[config.mk]
export PLATFORM = sky130hd
export DESIGN_NAME = hsr_reboot_seq
export DESIGN_NICKNAME = d
export VERILOG_FILES = /design/src/design/hsr_nv_store.v /design/src/design/hsr_reboot_seq.v
export VERILOG_INCLUDE_DIRS = /design/src /design/src/design
export SDC_FILE = /design/constraint.sdc
export NUM_CORES = 1
export LEC_CHECK = 0
export BUFFER_PORTS_ARGS = -buffer_cell sky130_fd_sc_hd__buf_2
export CORE_MARGIN = 8
export CORE_UTILIZATION = 59
export DETAILED_ROUTE_END_ITERATION = 8
export PLACE_DENSITY_LB_ADDON = 0.2
export REMOVE_ABC_BUFFERS = 1
export SLEW_MARGIN = 10
export SYNTH_ARGS = -nofsm -noshare
export SYNTH_HDL_FRONTEND = slang
export SYNTH_HIERARCHICAL = 1
export SYNTH_SLANG_ARGS = --single-unit
[constraint.sdc]
create_clock -name clk -period 5.55 [get_ports clk]
set_clock_uncertainty 0.05 [all_clocks]
set_input_delay 1.11 -clock clk [delete_from_list [all_inputs] [get_ports clk]]
set_output_delay 1.11 -clock clk [all_outputs]
set_load 0.02 [all_outputs]
[src/design/hsr_regs.vh]
// Register map, field layout and timing constants of the reboot sequencer.
// Assumes a 100 MHz core clock; included by the sequencer.
`ifndef HSR_REGS_VH
`define HSR_REGS_VH

// ****************************************
// Register offsets
// ****************************************
`define HSR_ADDR_LIMIT_SETUP_A      8'h0d
`define HSR_ADDR_PROTECTION_SETUP_B 8'h0e
`define HSR_ADDR_REBOOT_CONTROL     8'ha2

// ****************************************
// Field positions
// ****************************************
`define HSR_FOLDBACK_LO     1
`define HSR_FOLDBACK_HI     2
`define HSR_FAULT_TMO_LO    0
`define HSR_FAULT_TMO_HI    1
`define HSR_DRAIN_TH_LO     2
`define HSR_DRAIN_TH_HI     3
`define HSR_REQ_BIT         7
`define HSR_PEND_BIT        6
`define HSR_WAIT_LO         0
`define HSR_WAIT_HI         2

// ****************************************
// Encodings
// ****************************************
`define HSR_FB_TENTH        2'b01
`define HSR_FB_FIFTH        2'b10
`define HSR_FB_NONE         2'b00
`define HSR_FB_FULL         2'b11
`define HSR_TMO_512MS       2'b01
`define HSR_DTH_102MV       2'b01

// ****************************************
// Timing
// ****************************************
`define HSR_CLK_MHZ         100
`define HSR_TICK_US         1000
`define HSR_TICK_CYCLES     (`HSR_CLK_MHZ * `HSR_TICK_US)
`define HSR_MIN_WAIT_MS     512
`define HSR_RELOAD_WORDS    2

`endif

[src/design/hsr_nv_store.v]
// Small image of the configuration registers, cleared to zero on reset.
// Assumes the same clock and synchronised reset as the sequencer; read data registered.
`timescale 1ns/10ps
module hsr_nv_store (
  input  wire       clk,
  input  wire       rst_n,
  input  wire       wr_en,
  input  wire [1:0] wr_addr,
  input  wire [7:0] wr_data,
  input  wire [1:0] rd_addr,
  output reg  [7:0] rd_data
);
  reg [7:0] mem [0:3];
  integer   i;

  always @(posedge clk or negedge rst_n) begin
    if (!rst_n) begin
      for (i = 0; i < 4; i = i + 1) begin
        mem[i] <= 8'h00;
      end
      rd_data <= 8'h00;
    end else begin
      if (wr_en) begin
        mem[wr_addr] <= wr_data;
      end
      rd_data <= mem[rd_addr];
    end
  end
endmodule // hsr_nv_store

[src/design/hsr_reboot_seq.v]
// Reboot sequencer of the hot swap controller with its two setup registers and its reboot control register.
// Assumes a byte-wide register port from the management bus front end on clk.
`include "hsr_regs.vh"
`timescale 1ns/10ps
module hsr_reboot_seq (
  input  wire       clk,
  input  wire       rst_n,
  input  wire       reg_wr,
  input  wire       reg_rd,
  input  wire [7:0] reg_addr,
  input  wire [7:0] reg_wdata,
  input  wire       nv_store,
  output reg  [7:0] reg_rdata,
  output reg        switch_on,
  output reg  [6:0] startup_limit_pct,
  output reg [15:0] fault_timeout_ms,
  output reg  [7:0] drain_threshold_mv,
  output reg        reloading
);
  localparam ST_RUN    = 4'b0001;
  localparam ST_WAIT   = 4'b0010;
  localparam ST_RELOAD = 4'b0100;
  localparam ST_DONE   = 4'b1000;

  // ****************************************
  // Reset release
  // ****************************************
  reg rst_s1;
  reg rst_sync_n;
  always @(posedge clk or negedge rst_n) begin
    if (!rst_n) begin
      rst_s1     <= 1'b0;
      rst_sync_n <= 1'b0;
    end else begin
      rst_s1     <= 1'b1;
      rst_sync_n <= rst_s1;
    end
  end

  // ****************************************
  // Decoders
  // ****************************************
  function [16:0] wait_ms;
    input [2:0]  code;
    reg   [31:0] full;
    begin
      full    = `HSR_MIN_WAIT_MS << code;
      // Longest code needs 17 bits; the upper bits are always zero
      wait_ms = full[16:0];
    end
  endfunction

  function [6:0] fb_pct;
    input [1:0] code;
    begin
      case (code)
        `HSR_FB_TENTH: fb_pct = 7'd10;
        `HSR_FB_FIFTH: fb_pct = 7'd20;
        `HSR_FB_FULL:  fb_pct = 7'd100;
        default:       fb_pct = 7'd50;
      endcase
    end
  endfunction

  function [15:0] tmo_ms;
    input [1:0] code;
    begin
      case (code)
        `HSR_TMO_512MS: tmo_ms = 16'd512;
        2'b10:          tmo_ms = 16'd1024;
        2'b11:          tmo_ms = 16'd2048;
        default:        tmo_ms = 16'd256;
      endcase
    end
  endfunction

  function [7:0] dth_mv;
    input [1:0] code;
    begin
      case (code)
        `HSR_DTH_102MV: dth_mv = 8'd102;
        2'b10:          dth_mv = 8'd153;
        2'b11:          dth_mv = 8'd204;
        default:        dth_mv = 8'd72;
      endcase
    end
  endfunction

  // ****************************************
  // Registers and sequencer
  // ****************************************
  reg  [7:0]  limit_setup_a;
  reg  [7:0]  protection_setup_b;
  reg         reboot_request;
  reg  [2:0]  reboot_wait_select;
  reg         wait_pending;
  reg         req_armed;
  reg  [3:0]  state;
  reg  [16:0] tick_div;
  reg  [16:0] ms_left;
  reg  [1:0]  ld_idx;
  reg         ld_valid;
  reg  [1:0]  ld_slot;
  wire [7:0]  nv_rdata;
  wire        ms_tick = (tick_div == `HSR_TICK_CYCLES - 1);
  wire        wr_reboot = reg_wr && reg_addr == `HSR_ADDR_REBOOT_CONTROL;
  wire        start = reboot_request && req_armed && state == ST_RUN;
  reg  [1:0]  nv_wr_addr;
  reg  [7:0]  nv_wr_data;

  always @* begin
    nv_wr_addr = 2'd0;
    nv_wr_data = limit_setup_a;
    if (reg_addr == `HSR_ADDR_PROTECTION_SETUP_B) begin
      nv_wr_addr = 2'd1;
      nv_wr_data = protection_setup_b;
    end
  end

  hsr_nv_store u_nv (
    .clk     (clk),
    .rst_n   (rst_sync_n),
    .wr_en   (nv_store),
    .wr_addr (nv_wr_addr),
    .wr_data (nv_wr_data),
    .rd_addr (ld_idx),
    .rd_data (nv_rdata)
  );

  always @(posedge clk or negedge rst_sync_n) begin
    if (!rst_sync_n) begin
      limit_setup_a      <= 8'h00;
      protection_setup_b <= 8'h00;
      reboot_request     <= 1'b0;
      reboot_wait_select <= 3'h0;
      wait_pending       <= 1'b0;
      req_armed          <= 1'b1;
      state              <= ST_RUN;
      tick_div           <= 17'h0;
      ms_left            <= 17'h0;
      ld_idx             <= 2'h0;
      ld_valid           <= 1'b0;
      ld_slot            <= 2'h0;
    end else begin
      tick_div <= ms_tick ? 17'h0 : tick_div + 17'h1;
      if (reg_wr && reg_addr == `HSR_ADDR_LIMIT_SETUP_A && state != ST_RELOAD) begin
        limit_setup_a <= reg_wdata;
      end
      if (reg_wr && reg_addr == `HSR_ADDR_PROTECTION_SETUP_B && state != ST_RELOAD) begin
        protection_setup_b <= reg_wdata;
      end
      if (wr_reboot) begin
        reboot_request     <= reg_wdata[`HSR_REQ_BIT];
        reboot_wait_select <= reg_wdata[`HSR_WAIT_HI:`HSR_WAIT_LO];
      end
      ld_valid <= 1'b0;
      case (state)
        ST_RUN: begin
          if (start) begin
            req_armed    <= 1'b0;
            wait_pending <= 1'b1;
            ms_left      <= wait_ms(reboot_wait_select);
            state        <= ST_WAIT;
          end
        end
        ST_WAIT: begin
          if (ms_tick) begin
            if (ms_left == 17'h1) begin
              wait_pending <= 1'b0;
              ld_idx       <= 2'h0;
              ld_slot      <= 2'h0;
              state        <= ST_RELOAD;
            end else begin
              ms_left <= ms_left - 17'h1;
            end
          end
        end
        ST_RELOAD: begin
          // Memory read is one cycle late, so slot trails the address
          if (ld_valid) begin
            case (ld_slot)
              2'd0:    limit_setup_a      <= nv_rdata;
              default: protection_setup_b <= nv_rdata;
            endcase
          end
          if (ld_idx < `HSR_RELOAD_WORDS) begin
            ld_idx   <= ld_idx + 2'h1;
            ld_slot  <= ld_idx;
            ld_valid <= 1'b1;
          end else if (!ld_valid) begin
            state <= ST_DONE;
          end
        end
        ST_DONE: begin
          // Request bit left as is for software to see
          state <= ST_RUN;
        end
        default: state <= ST_RUN;
      endcase
      // Rearm only on a written zero, so a stuck one cannot loop; beats a same-cycle start
      if (wr_reboot && !reg_wdata[`HSR_REQ_BIT]) begin
        req_armed <= 1'b1;
      end
    end
  end

  // ****************************************
  // Outputs
  // ****************************************
  always @(posedge clk or negedge rst_sync_n) begin
    if (!rst_sync_n) begin
      reg_rdata          <= 8'h00;
      switch_on          <= 1'b0;
      startup_limit_pct  <= 7'd0;
      fault_timeout_ms   <= 16'd0;
      drain_threshold_mv <= 8'd0;
      reloading          <= 1'b0;
    end else begin
      switch_on          <= (state == ST_RUN) && !start;
      reloading          <= (state == ST_RELOAD);
      startup_limit_pct  <= fb_pct(limit_setup_a[`HSR_FOLDBACK_HI:`HSR_FOLDBACK_LO]);
      fault_timeout_ms   <= tmo_ms(protection_setup_b[`HSR_FAULT_TMO_HI:`HSR_FAULT_TMO_LO]);
      drain_threshold_mv <= dth_mv(protection_setup_b[`HSR_DRAIN_TH_HI:`HSR_DRAIN_TH_LO]);
      if (reg_rd) begin
        case (reg_addr)
          `HSR_ADDR_LIMIT_SETUP_A:      reg_rdata <= limit_setup_a;
          `HSR_ADDR_PROTECTION_SETUP_B: reg_rdata <= protection_setup_b;
          `HSR_ADDR_REBOOT_CONTROL:     reg_rdata <= {reboot_request, wait_pending, 3'b000, reboot_wait_select};
          default:                      reg_rdata <= 8'h00;
        endcase
      end
    end
  end
endmodule // hsr_reboot_seq

Yosys cells after proc, flatten, opt, wreduce, memory -nomap -nowiden
Index checks and enable logic that the tools add are counted.
Storage, ports and cells
  flip-flop bits (word level): 148
  input bits: 21
  output and inout bits: 41
  word-level logic and storage cells: 128
Cells by class
  add/sub/neg operators: 3
  magnitude comparators: 4
  eq/ne operators: 25
  shift operators: 1
  mux-type cells: 46
  bitwise gates (word level): 2
  reduce and logical (&&, ||, !) cells: 22
Operator list (count)
  $mux W8: 12
  $mux W17: 4
  $pmux W8 S3: 2
  $pmux W12 S3: 1
  $pmux W17 S2: 1
  $bwmux W32: 1
  $pmux W7 S3: 1
  $mux W4: 5
  $add A17 B1 Y17 const B: 1
  $eq A17 B1 Y1 const B: 1
  $eq A17 B17 Y1 const B: 1
  $shl A10 B3 Y17 const A: 1
  $sub A17 B1 Y17 const B: 1
  $bmux W8 S2: 1
  $demux W8 S2: 1
  $eq A8 B4 Y1 const B: 2
  $ne A2 B2 Y1 const B: 7
  $eq A2 B2 Y1 const B: 6
  $pmux W4 S3: 1
  $reduce_and A4 Y1: 3
  $logic_and A1 B1 Y1: 10
  $mux W1: 9
  $eq A8 B8 Y1 const B: 1
  $mux W2: 4
  18 further kinds: 26

Depth between registers and ports, before layout
Gate-level depths: netlist of the first run.
  depth in word-level cells: 8
  mapped depth: 7
  depth with buffers taken out: 6

By module
The synthesis of the first run kept the hierarchy.
Modules (own cells, without submodules)
  hsr_reboot_seq: times used 1, cells an instance 447, area an instance 4585.6 µm², sequential area each 2329.7 µm²
  hsr_nv_store: times used 1, cells an instance 86, area an instance 1601.5 µm², sequential area each 1001.0 µm²

Worst setup path after synthesis of the first run
OpenSTA, ideal clock, no wires.
  path type: input to register
  from: input port reg_addr[5]
  to: register u_nv/mem[29] (netlist bit)
  setup time: 125 ps
  data arrival time: 2980 ps
  slack: 2395 ps
  cell stages on the path: 6
  cells stage by stage: nor4bb_1 and3_1 clkbuf_1 clkbuf_1 mux2_2 mux2_2
On the way
  longest elaborated chain between the ends: 8
RTL lines
  start, declared: RTL line hsr_reboot_seq.v:10  | input wire [7:0] reg_addr,
  $eq A8 B4 Y1 *
  $mux W1 *: RTL line hsr_reboot_seq.v:114  | if (reg_addr == `HSR_ADDR_PROTECTION_SETUP_B) begin
  named net nv_wr_addr[0]: RTL line hsr_reboot_seq.v:108  | reg [1:0] nv_wr_addr;
  $not A1 Y3 (not written as such) *: RTL line hsr_nv_store.v:24  | mem[wr_addr] <= wr_data;
  $ge A3 B3 Y1 (not written as such) or $lt A3 B1 Y1 (tied branches): RTL line hsr_nv_store.v:24
  $logic_and A1 B1 Y1 (not written as such): RTL line hsr_nv_store.v:24
  $mux W8 (not written as such): RTL line hsr_nv_store.v:24
  $demux W8 S2 *: RTL line hsr_nv_store.v:24
  $bwmux W32 *: RTL line hsr_nv_store.v:24
  end signal, assigned by index: RTL line hsr_nv_store.v:24
  end, declared: RTL line hsr_nv_store.v:13  | reg [7:0] mem [0:3];
The timed path passes the listed nets; every way through them passes the cells marked *.
A chain may end at the register's enable or synchronous reset.

Worst setup path after layout of the first run
  from: input port reg_addr[5]
  to: register protection_setup_b[2]
On the way
  longest elaborated chain between the ends: 7
RTL lines
  $eq A8 B4 Y1 *
  $logic_and A1 B1 Y1 (no line) *
  $logic_and A1 B1 Y1 *: RTL line hsr_reboot_seq.v:149  | if (reg_wr && reg_addr == `HSR_ADDR_PROTECTION_SETUP_B && state != ST_RELOAD) begin
  $mux W8 *: RTL line hsr_reboot_seq.v:149
  $mux W8: RTL line hsr_reboot_seq.v:181  | case (ld_slot)
  $mux W8: RTL line hsr_reboot_seq.v:180  | if (ld_valid) begin
  $mux W8 *: RTL line hsr_reboot_seq.v:157  | case (state)
  end signal, assigned: RTL line hsr_reboot_seq.v:150  | protection_setup_b <= reg_wdata;
  end signal, assigned: RTL line hsr_reboot_seq.v:183  | default: protection_setup_b <= nv_rdata;
  end, declared: RTL line hsr_reboot_seq.v:93  | reg [7:0] protection_setup_b;
Every way passes the cells marked *; elsewhere a longest branch is shown, timed or not.

==> metrics, run 1 <==
result of the run completed; worst IR drop on VDD 229 uV; launching element of the worst setup path reg_addr[5]; overall global routing resource usage 0.202; die area approximately 14,000 sq um; buffer count from post-CTS setup fixing 0; Reg power frac 0.466; number of rows in the core area 37; critical path peak fanout 18; sum of negative setup slack 0 ns; setup ws final 2.41 ns; cts-stage hold buffer count 0; maximum frequency from static timing analysis 319 MHz; Inserted Diodes 0; top metal layer carrying routed signals met4; total leakage power 2.95 nW; clock share of power 0.425; total DRC errors in the routed layout 0; Buf+Inv Stages, Crit Path 1; Initial Utilization 0.602; number of enable-type register cells in the synthesized netlist 0; unrepaired setup endpoints after global routing false; startpoint types input port; Main synth FF type sky130_fd_sc_hd__dfrtp_1; clk sink count 133; Slowest cell on crit path sky130_fd_sc_hd__and3_1; die boundary height 118 microns; dpl hpwl 9.26 mm; Ys Warns 6; detailed router's first-iteration violation count 339; instance area after placement ~6500 sq um; critical path class input port to flop; Hold WS 0.291 ns; worst relative slew slack 0.340; Avg Synthesized Cell Area 11.6 sq um; WP data required 5.89 ns; overall die width 118 microns; final count of negative-setup-slack endpoints 0; crit path cell chain buf_2 -> nor4bb_1 -> and3_1 -> and3_1 -> mux2i_1 -> a21oi_1; cell type group with the largest total delay on the critical path simple AND/OR/NAND/NOR gates; core region area 10,300 sq um; netlist area before placement 6190 sq um; post-cts repair resize count 0; routed wl met2 6.80 mm; antenna violations before repair 0; final weighted congestion of routability-driven global placement 0.893; maximum number of pins on one net before global-route repair 67; signal arrival time at the worst endpoint between 3 and 4 ns; internal power summed over all cells between 1.5 and 2 mW; wire length on met3 621 microns; Clock Pin Slew Worst Setup and Hold Paths 0.06 ns; area overhead of the layout relative to synthesis 13.7%; via count between 4,000 and 5,000; CTS tree done; number of max-cap violations 0; share of flip-flops with an asynchronous set or reset 1.00; number of buffers between clock root and the deepest sink 2; clock latency of the later-clocked register in the worst-skew pair 0.54 ns; shortest period the worst path allows 3.14 ns; Most Frequent Cell on Critical Path sky130_fd_sc_hd__and3_1; Switching Share 0.275; Final Hold Fails 0; crit end category flop; worst hold path type input port to async pin; fin crit share 0.565; share of the yosys chip area belonging to registers 0.538; share of power burned in combinational logic 0.109; synth unique cells between 60 and 70; clock buffers created by TritonCTS 17; Antenna Violating Nets Remaining 0; share of final-layout standard cells stronger than drive strength 1 0.257; M1 WL between 5 and 6 mm; Cell Pwr Density 352 nW/um^2; grt total ovfl 0; post-detailed-routing wire length around 13 mm; area of all placed cells without fillers between 7000 and 8000 sq um; count of buffers inserted at the top-level ports 48; number of global-route vias before repair 4,497; number of storage elements in the synthesis netlist 133; Synth Instances 533; Worst Max-Slew Pin Slew 0.985 ns; routed len/inst between 15 and 20 microns; number of nets in the layout 610; launch point of the worst reg-to-reg path ms_left[9]$_DFFE_PN0P_; worst slack at placement roughly 1.9 ns; global-route wire length before repair 22.6 mm; Detailed Routing Iterations Pass 1 5; longest individual stage delay on the worst path just under 0.8 ns; total net switching power 0.679 mW; count of final max-slew check failures 0; number of H-tree levels 4; CTS Root Buffer Type sky130_fd_sc_hd__clkbuf_8; Via density 5.85; IO Pins 62
## path summary, 6_finish.rpt
kind	endpoint	slack (ns)	cells after the start
max in group asynchronous	reg_rdata[7]$_DFFE_PN0P_	3.72	1
hold reg to reg	rst_sync_n$_DFF_PN0_	0.30	0
hold / removal	rst_s1$_DFF_PN0_	0.29	1
setup reg to reg	ms_left[16]$_DFFE_PN0P_	2.61	5
min in group clk	rst_sync_n$_DFF_PN0_	0.30	0
setup / recovery	protection_setup_b[2]$_DFF_PN0_	2.41	6
## power groups by stage
stage                     clock network, mW  registers, mW  logic [mW]
after floorplan                           0           1.16       0.174
after global placement                    0           1.16       0.254
after detailed placement                  0           1.17       0.265
after CTS                              1.07           1.15       0.269
after global routing                   1.12           1.16       0.303
final                                  1.05           1.15       0.270
## kinds of logic (layout without fill, tap and decap cells)
| kind of cell | Yosys count | in the layout | synth area share |
|---|---|---|---|
| compound gates | 101 | 101 | 0.102 |
| other cells | 2 | 18 | 0.00121 |
| mux | 67 | 67 | 0.133 |
| xor+xnor | 14 | 14 | 0.0198 |
| fa+ha+maj | 7 | 7 | 0.0142 |
| simple gates | 156 | 156 | 0.147 |
| flops | 133 | 133 | 0.538 |
| buf+inv | 53 | 99 | 0.0439 |
## cells in the final DEF (no fill, tap or decap), types with 4 or more instances in the layout
cell,count
sky130_fd_sc_hd__a21oi_1,36
sky130_fd_sc_hd__a22oi_1,9
sky130_fd_sc_hd__a31oi_1,5
sky130_fd_sc_hd__a41oi_1,4
sky130_fd_sc_hd__and2_1,6
sky130_fd_sc_hd__and3_1,8
sky130_fd_sc_hd__buf_2,48
sky130_fd_sc_hd__clkbuf_16,16
sky130_fd_sc_hd__clkinvlp_4,4
sky130_fd_sc_hd__conb_1,18
sky130_fd_sc_hd__dfrtp_1,130
sky130_fd_sc_hd__ha_1,7
sky130_fd_sc_hd__inv_1,16
sky130_fd_sc_hd__inv_6,4
sky130_fd_sc_hd__mux2_2,43
sky130_fd_sc_hd__mux2i_1,16
sky130_fd_sc_hd__mux4_2,8
sky130_fd_sc_hd__nand2_1,16
sky130_fd_sc_hd__nand2b_1,5
sky130_fd_sc_hd__nand3_1,8
sky130_fd_sc_hd__nand4_1,8
sky130_fd_sc_hd__nor2_1,46
sky130_fd_sc_hd__nor2b_1,5
sky130_fd_sc_hd__nor3_1,7
sky130_fd_sc_hd__nor4_1,6
sky130_fd_sc_hd__o21ai_0,18
sky130_fd_sc_hd__o22ai_1,5
sky130_fd_sc_hd__o31ai_1,8
sky130_fd_sc_hd__or2_2,6
sky130_fd_sc_hd__or3_1,10
sky130_fd_sc_hd__xnor2_1,7
sky130_fd_sc_hd__xor2_1,7
## cells in the mapped netlist, drive strengths merged, types with 6 or more instances
master	instances	share of area
inv	16	0.0097
nor3	7	0.0057
and2	6	0.0061
nor2	46	0.028
ha	7	0.014
or3	10	0.010
xnor2	7	0.0099
mux2i	16	0.026
nor4	7	0.0095
or2	7	0.0071
mux2	43	0.078
a22oi	9	0.011
clkbuf	13	0.0079
a21oi	37	0.031
mux4	8	0.029
o31ai	8	0.0097
nand3	9	0.0081
dfrtp	131	0.53
xor2	7	0.0099
nand4	8	0.0081
o21ai	18	0.015
and3	8	0.0081
buf	24	0.026
nand2	16	0.0097
## per-stage QoR
step	utilization	power, mW	cells
after floorplan	-	1.34	512
final	0.685	2.47	731
after global placement	0.630	1.41	699
after CTS	0.685	2.49	731
after detailed placement	0.630	1.43	699
after global routing	0.685	2.58	731
## flip-flops by register name (all words and copies together), names as in the netlist, 2 cells and up
name and flops:
reboot_wait_select 3, startup_limit_pct 6, ld_idx 2, protection_setup_b 8, u_nv/rd_data 8, drain_threshold_mv 6, reg_rdata 8, state 4
ms_left 17, ld_slot 2, limit_setup_a 8, fault_timeout_ms 4, tick_div 17, u_nv/mem 32
## cell type report
class / count / area (sq um)
inverter: 16 / 60.1
timing repair buffer: 51 / 263
sequential: 133 / 3330
multi-input combinational: 363 / 2650
clock buffer: 19 / 442
tap: 136 / 170
fill: 775 / 3240
clock inverter: 13 / 123
## per-layer routing
metal  GRT usage  vias to the layer above
li1            -                     2001
met1       0.234                     2126
met2       0.339                      121
met3      0.0628                       25
met4      0.0949                        0
met5           0                        -
No activity file was read; power rests on OpenSTA's default activity.
==> run 2, diff against run 1 <==
==> constraint.sdc (replaced) <==
create_clock -name clk -period 3.1 [get_ports clk]
set_clock_uncertainty 0.05 [all_clocks]
set_input_delay 0.62 -clock clk [delete_from_list [all_inputs] [get_ports clk]]
set_output_delay 0.62 -clock clk [all_outputs]
set_load 0.02 [all_outputs]
==> run 2 against run 1 <==
Compared with the run above: flip-flop and latch count is the same; worst hold slack lost 0.012 ns; total power grew 81%; die area is the same; global-route usage grew 0.24 points; largest cell class unchanged; largest power group unchanged.
==> metrics, run 2 (synthesis gave the netlist of run 1 again) <==
largest registers u_nv/mem (32), ms_left (17), tick_div (17); buffer count from post-CTS setup fixing 0; number of H-tree levels 4; post-cts repair resize count 0; critical path class flop to flop; IO Pins 62; Worst Max-Slew Pin Slew between 0.8 and 0.9 ns; die boundary height 118 microns; Util after Layout 0.695; final count of negative-setup-slack endpoints 0; number of global-route vias before repair 4,501; register name with the most flops u_nv/mem; Via density 5.79; signal arrival time at the worst endpoint 2.89 ns; routed len/inst 18.3 microns; sum of negative setup slack 0 ns; number of nets in the layout 621; via count 4,292; Clock Pin Slew Worst Setup and Hold Paths around 0.05 ns; Initial Utilization 0.602; number of rows in the core area 37; final weighted congestion of routability-driven global placement 0.840; dpl hpwl between 9 and 10 mm; count of buffers inserted at the top-level ports 48; overall die width 118 microns; Cell Pwr Density 629 nW/um^2; commonest non-fill, non-tap cell in the layout sky130_fd_sc_hd__dfrtp_1; worst IR drop on VDD roughly 620 uV; Hold WS 0.279 ns; worst slack at placement a little under 0.2 ns; maximum number of pins on one net before global-route repair 68; commonest cells after routing, fill and taps aside sky130_fd_sc_hd__dfrtp_1, sky130_fd_sc_hd__buf_2, sky130_fd_sc_hd__nor2_1, sky130_fd_sc_hd__mux2_2, sky130_fd_sc_hd__a21oi_1; worst relative slew slack 0.430; startpoint types flop; clk sink count 133; clock latency of the later-clocked register in the worst-skew pair between 0.5 and 0.6 ns; Detailed Routing Iterations Pass 1 5; Final Hold Fails 0; shortest period the worst path allows around 2.5 ns; WP data required around 3.5 ns; detailed router's first-iteration violation count 337; CTS Root Buffer Type sky130_fd_sc_hd__clkbuf_8; unrepaired setup endpoints after global routing false; number of max-cap violations 0; max FFs per register 32; Placed Cells 709; critical path peak fanout 16; Antenna Violating Nets Remaining 0; CTS tree done; number of buffers between clock root and the deepest sink 2; die area 14,000 sq um; area of all placed cells without fillers 7140 sq um; global-route wire length before repair 22.7 mm; overall global routing resource usage 0.205; post-detailed-routing wire length 13.5 mm; area overhead of the layout relative to synthesis 15.4%; instance area after placement ~6600 sq um; number of fill cells in the layout around 770; core region area 10,300 sq um; maximum frequency from static timing analysis around 400 MHz; area of all sequential standard cells 3330 sq um; clock buffers created by TritonCTS 17; total chip power around 4.5 mW; worst hold path type input port to flop; total DRC errors in the routed layout 0; result of the run completed; grt total ovfl 0; setup ws final 0.612 ns; share of final-layout standard cells stronger than drive strength 1 0.261; Multi-input gate area about 2600 sq um; antenna violations before repair 0; number of standard cells in the layout, taps in and fillers out ~740; Inserted Diodes 0; fin crit share 0.803; crit end category flop; cts-stage hold buffer count 1; total leakage power roughly 3 nW; count of final max-slew check failures 0
## run 2: final cells by class
cell class	instances	share of cell area
clock buffer	22	0.0620
timing repair buffer	62	0.0505
sequential	133	0.467
tap	136	0.0238
multi-input combinational	363	0.370
clock inverter	9	0.0180
inverter	16	0.00841
## run 2: routing by layer
metal / track usage / wire length (microns) / vias to the layer above
li1: - / - / 2029
met1: 0.235 / 5550 / 2111
met2: 0.345 / 7020 / 131
met3: 0.0666 / 664 / 21
met4: 0.0909 / 302 / 0
met5: 0 / 0 / -
## run 2: power breakdown
group | switching, mW | internal [mW]
Clock | 0.707 | 1.24
Sequential | 0.156 | 1.90
Combinational | 0.281 | 0.203
## run 2: path summary, 6_finish.rpt
check                                      start                     end  slack (ns)  cells past startpoint
max                        tick_div[0]$_DFF_PN0_  ms_left[7]$_DFFE_PN0P_        0.61                      7
min                                 reg_wdata[7]   req_armed$_DFFE_PN1P_        0.28                      2
max reg2reg                tick_div[0]$_DFF_PN0_  ms_left[7]$_DFFE_PN0P_        0.61                      7
min reg2reg                     rst_s1$_DFF_PN0_    rst_sync_n$_DFF_PN0_        0.30                      0
max in group asynchronous   rst_sync_n$_DFF_PN0_  ms_left[3]$_DFFE_PN0P_        1.77                      1
min in group asynchronous                  rst_n        rst_s1$_DFF_PN0_        0.35                      2
## run 2: critical path, stage by stage, from the launching register on
cell                       delay (ns)
sky130_fd_sc_hd__dfrtp_1         0.40
sky130_fd_sc_hd__ha_1            0.26
sky130_fd_sc_hd__nand4_1         0.25
sky130_fd_sc_hd__nor4_1          0.47
sky130_fd_sc_hd__o211ai_1        0.14
sky130_fd_sc_hd__buf_4           0.21
sky130_fd_sc_hd__or4_1           0.47
sky130_fd_sc_hd__a21oi_1         0.16
==> run 3, diff against run 2 <==
--- a/config.mk
+++ b/config.mk
@@ -6,9 +6,10 @@
 export SDC_FILE = /design/constraint.sdc
 export NUM_CORES = 1
 export LEC_CHECK = 0
+export ABC_AREA = 1
 export BUFFER_PORTS_ARGS = -buffer_cell sky130_fd_sc_hd__buf_2
 export CORE_MARGIN = 8
-export CORE_UTILIZATION = 59
+export CORE_UTILIZATION = 60
 export DETAILED_ROUTE_END_ITERATION = 8
 export PLACE_DENSITY_LB_ADDON = 0.2
 export REMOVE_ABC_BUFFERS = 1
==> constraint.sdc (replaced) <==
create_clock -name clk -period 2.3 [get_ports clk]
set_clock_uncertainty 0.05 [all_clocks]
set_input_delay 0.46 -clock clk [delete_from_list [all_inputs] [get_ports clk]]
set_output_delay 0.46 -clock clk [all_outputs]
set_load 0.02 [all_outputs]
==> run 3 against run 2 <==
Compared with the run above: global-route usage is 0.97 points higher; utilization increased by 0.80 points; via count is 39% higher; sequential share of layout area shrank 5.5 points; worst hold slack worse by 0.080 ns; cell count up 53%; flip-flop and latch count unchanged; non-clock buffer count grew 1; sequential power up 29%; final area increased by 13%; largest cell class unchanged.
==> metrics, run 3 <==
Switching Share 0.285; Antenna Violating Nets Remaining 0; die boundary height 125 microns; Worst Max-Slew Pin Slew 0.664 ns; Main synth FF type sky130_fd_sc_hd__dfrtp_1; number of max-cap violations 0; fin crit share 0.824; number of buffers between clock root and the deepest sink 2; total leakage power 4.43 nW; largest registers u_nv/mem (32), ms_left (17), tick_div (17); Avg Synthesized Cell Area 7.77 sq um; unrepaired setup endpoints after global routing false; maximum frequency from static timing analysis 528 MHz; CTS Root Buffer Type sky130_fd_sc_hd__clkbuf_16; met3 usage in global routing 0.0680; area of all placed cells without fillers 8100 sq um; worst reg-to-reg path cell count 8; shortest period the worst path allows 1.89 ns; final weighted congestion of routability-driven global placement 0.892; buffer count from post-CTS setup fixing 0; global-route wire length before repair 27.3 mm; register name with the most flops u_nv/mem; number of global-route vias before repair 5,739; worst IR drop on VDD roughly 580 uV; Detailed Routing Iterations Pass 1 6; share of flip-flops with an asynchronous set or reset 1.00; Placed Cells 1,100; worst relative slew slack 0.553; Hold WS between 0.15 and 0.2 ns; core region area around 12,000 sq um; post-synthesis cell type with the largest combined area sky130_fd_sc_hd__dfrtp_1; die area 15,600 sq um; number of H-tree levels 4; instance area after placement approximately 7400 sq um; number of storage elements in the synthesis netlist approximately 130; count of final max-slew check failures 0; top cells by area, synth sky130_fd_sc_hd__dfrtp_1, sky130_fd_sc_hd__nand2_1, sky130_fd_sc_hd__inv_1; detailed router's first-iteration violation count 660; Initial Utilization 0.618; share of final-layout standard cells stronger than drive strength 1 0.159; result of the run completed; critical path peak fanout 13; overall global routing resource usage 0.215; max FFs per register 32; critical path class flop to flop; startpoint types flop; Final Hold Fails 0; maximum number of pins on one net before global-route repair 49; dpl hpwl 11.3 mm; total DRC errors in the routed layout 0; share of the yosys chip area belonging to registers 0.468; share of power burned in combinational logic 0.175; clock buffers created by TritonCTS 17; grt total ovfl 0; via count approximately 6,000; clock latency of the later-clocked register in the worst-skew pair 0.42 ns; Reg power frac 0.393; Inserted Diodes 0; critical register-to-register path endpoint limit_setup_a[7]$_DFF_PN0_; Clock Pin Slew Worst Setup and Hold Paths roughly 0.060 ns; setup ws final 0.406 ns; Synth Instances 916; worst slack at placement 0.275 ns; sum of negative setup slack 0 ns; signal arrival time at the worst endpoint 2.20 ns; netlist area before placement 7120 sq um; worst hold path cell count 2; most used routing layer met2; number of nets in the layout 1,005; CTS tree done; count of buffers inserted at the top-level ports 48; total net switching power 1.93 mW; internal power summed over all cells around 4.8 mW; crit end category flop; number of fill cells in the layout 930; Cell Pwr Density 835 nW/um^2; clock share of power 0.431; worst hold path type input port to flop; commonest non-fill, non-tap cell in the layout sky130_fd_sc_hd__nand2_1; met2 global-route usage 0.340; synth unique cells 39; antenna violations before repair 0; startpoint of the most critical hold path reg_wdata[7]; number of enable-type register cells in the synthesized netlist 0; Ys Warns 6; commonest cells after routing, fill and taps aside sky130_fd_sc_hd__nand2_1, sky130_fd_sc_hd__dfrtp_1, sky130_fd_sc_hd__inv_1, sky130_fd_sc_hd__nand3_1, sky130_fd_sc_hd__nor2_1; clk sink count 133; overall die width 125 microns; post-detailed-routing wire length ~16 mm; final count of negative-setup-slack endpoints 0; number of rows in the core area 39; global routing met1 resource utilization 0.272; top cell type's share of synthesized area 0.460; launch point of the worst reg-to-reg path state[0]$_DFFE_PN1P_; WP data required about 2.6 ns; Via density 5.27; routed len/inst 14.3 microns; Worst Hold Path EP req_armed$_DFFE_PN1P_; top cells by instance count after synthesis sky130_fd_sc_hd__nand2_1, sky130_fd_sc_hd__dfrtp_1, sky130_fd_sc_hd__inv_1, sky130_fd_sc_hd__nand3_1, sky130_fd_sc_hd__nor2_1; most common cell in the netlist sky130_fd_sc_hd__nand2_1; number of standard cells in the layout, taps in and fillers out 1,132; IO Pins between 60 and 70; area overhead of the layout relative to synthesis 13.7%; Register-to-Register Setup Slack 0.41 ns
## run 3: cell types whose count changed after synthesis, moves of 9 or more
| cell | before | now |
|---|---|---|
| sky130_fd_sc_hd__a21oi_1 | 36 | 8 |
| sky130_fd_sc_hd__a22oi_1 | 9 | 0 |
| sky130_fd_sc_hd__clkbuf_1 | 13 | 3 |
| sky130_fd_sc_hd__inv_1 | 16 | 128 |
| sky130_fd_sc_hd__mux2_2 | 43 | 0 |
| sky130_fd_sc_hd__mux2i_1 | 16 | 0 |
| sky130_fd_sc_hd__nand2_1 | 16 | 305 |
| sky130_fd_sc_hd__nand2_2 | 0 | 20 |
| sky130_fd_sc_hd__nand3_1 | 8 | 91 |
| sky130_fd_sc_hd__nand4_1 | 8 | 28 |
| sky130_fd_sc_hd__nor2_1 | 46 | 62 |
| sky130_fd_sc_hd__or3_1 | 10 | 0 |
## run 3: critical path, stage by stage (launching register included)
cell and delay, ns:
sky130_fd_sc_hd__dfstp_2 0.55, sky130_fd_sc_hd__nor2_1 0.05, sky130_fd_sc_hd__nand3_2 0.14, sky130_fd_sc_hd__inv_1 0.15
sky130_fd_sc_hd__nor2_4 0.32, sky130_fd_sc_hd__nand2_1 0.30, sky130_fd_sc_hd__nand2_1 0.14, sky130_fd_sc_hd__nand3_1 0.07
sky130_fd_sc_hd__nand2_1 0.06
## run 3: area by class of cell
class | count | area (sq um) | area share
Clock buffer | 18 | 429 | 0.0530
Clock inverter | 13 | 206 | 0.0255
Inverter | 135 | 520 | 0.0643
Multi-Input combinational cell | 627 | 3050 | 0.376
Sequential cell | 133 | 3330 | 0.412
Tap cell | 143 | 179 | 0.0221
Timing Repair Buffer | 63 | 380 | 0.0470
## run 3: through the flow
step	power, mW	utilization
finish	6.76	0.703
detailed placement	3.87	0.647
CTS	6.80	0.703
floorplan	3.57	-
global route	7.11	0.703
global placement	3.84	0.647
## run 3: worst max path at each step
| stage | start | endpoint | slack (ns) |
|---|---|---|---|
| 6_report | state[0]$_DFFE_PN1P_ | limit_setup_a[7]$_DFF_PN0_ | 0.41 |
| 5_1_grt | state[0]$_DFFE_PN1P_ | limit_setup_a[5]$_DFF_PN0_ | 0.24 |
| 4_1_cts | tick_div[0]$_DFF_PN0_ | ms_left[4]$_DFFE_PN0P_ | 0.42 |
| 3_5_place_dp | reg_addr[6] | u_nv/mem[20]$_DFFE_PN0P_ | 0.27 |
| 3_3_place_gp | reg_addr[6] | u_nv/mem[19]$_DFFE_PN0P_ | 0.31 |
| 2_1_floorplan | rst_sync_n$_DFF_PN0_ | drain_threshold_mv[2]$_DFF_PN0_ | -1.73 |
## run 3: power groups by stage
| stage | clock network [mW] | logic [mW] | registers, mW |
|---|---|---|---|
| final | 2.91 | 1.19 | 2.66 |
| after global routing | 3.08 | 1.35 | 2.68 |
| after CTS | 2.96 | 1.18 | 2.66 |
| after detailed placement | 0 | 1.17 | 2.70 |
| after global placement | 0 | 1.14 | 2.69 |
| after floorplan | 0 | 0.863 | 2.71 |
## run 3: logic make-up (layout without fill, tap and decap cells)
family                     after synthesis  in the layout  synth area share
adders and majority gates                7              7            0.0123
DFF                                    133            133             0.468
buffers and inverters                  171            229             0.112
other                                    2             17           0.00105
AOI/OAI and AO/OA                       45             45            0.0378
xor gates and xnor gates                12             12            0.0148
and+or+nand+nor                        546            546             0.354
## run 3: what timing repair did
action / in CTS / in global routing
hold buffers: 1 / 0
endpoints found under the hold margin: 2 / 0
gates resized for setup: 0 / 0
## run 3: per-layer routing
layer  share of wire  wire [microns]
met1            0.44            7200
met2            0.47            7580
met3           0.065            1060
met4           0.024             384
met5               0               0
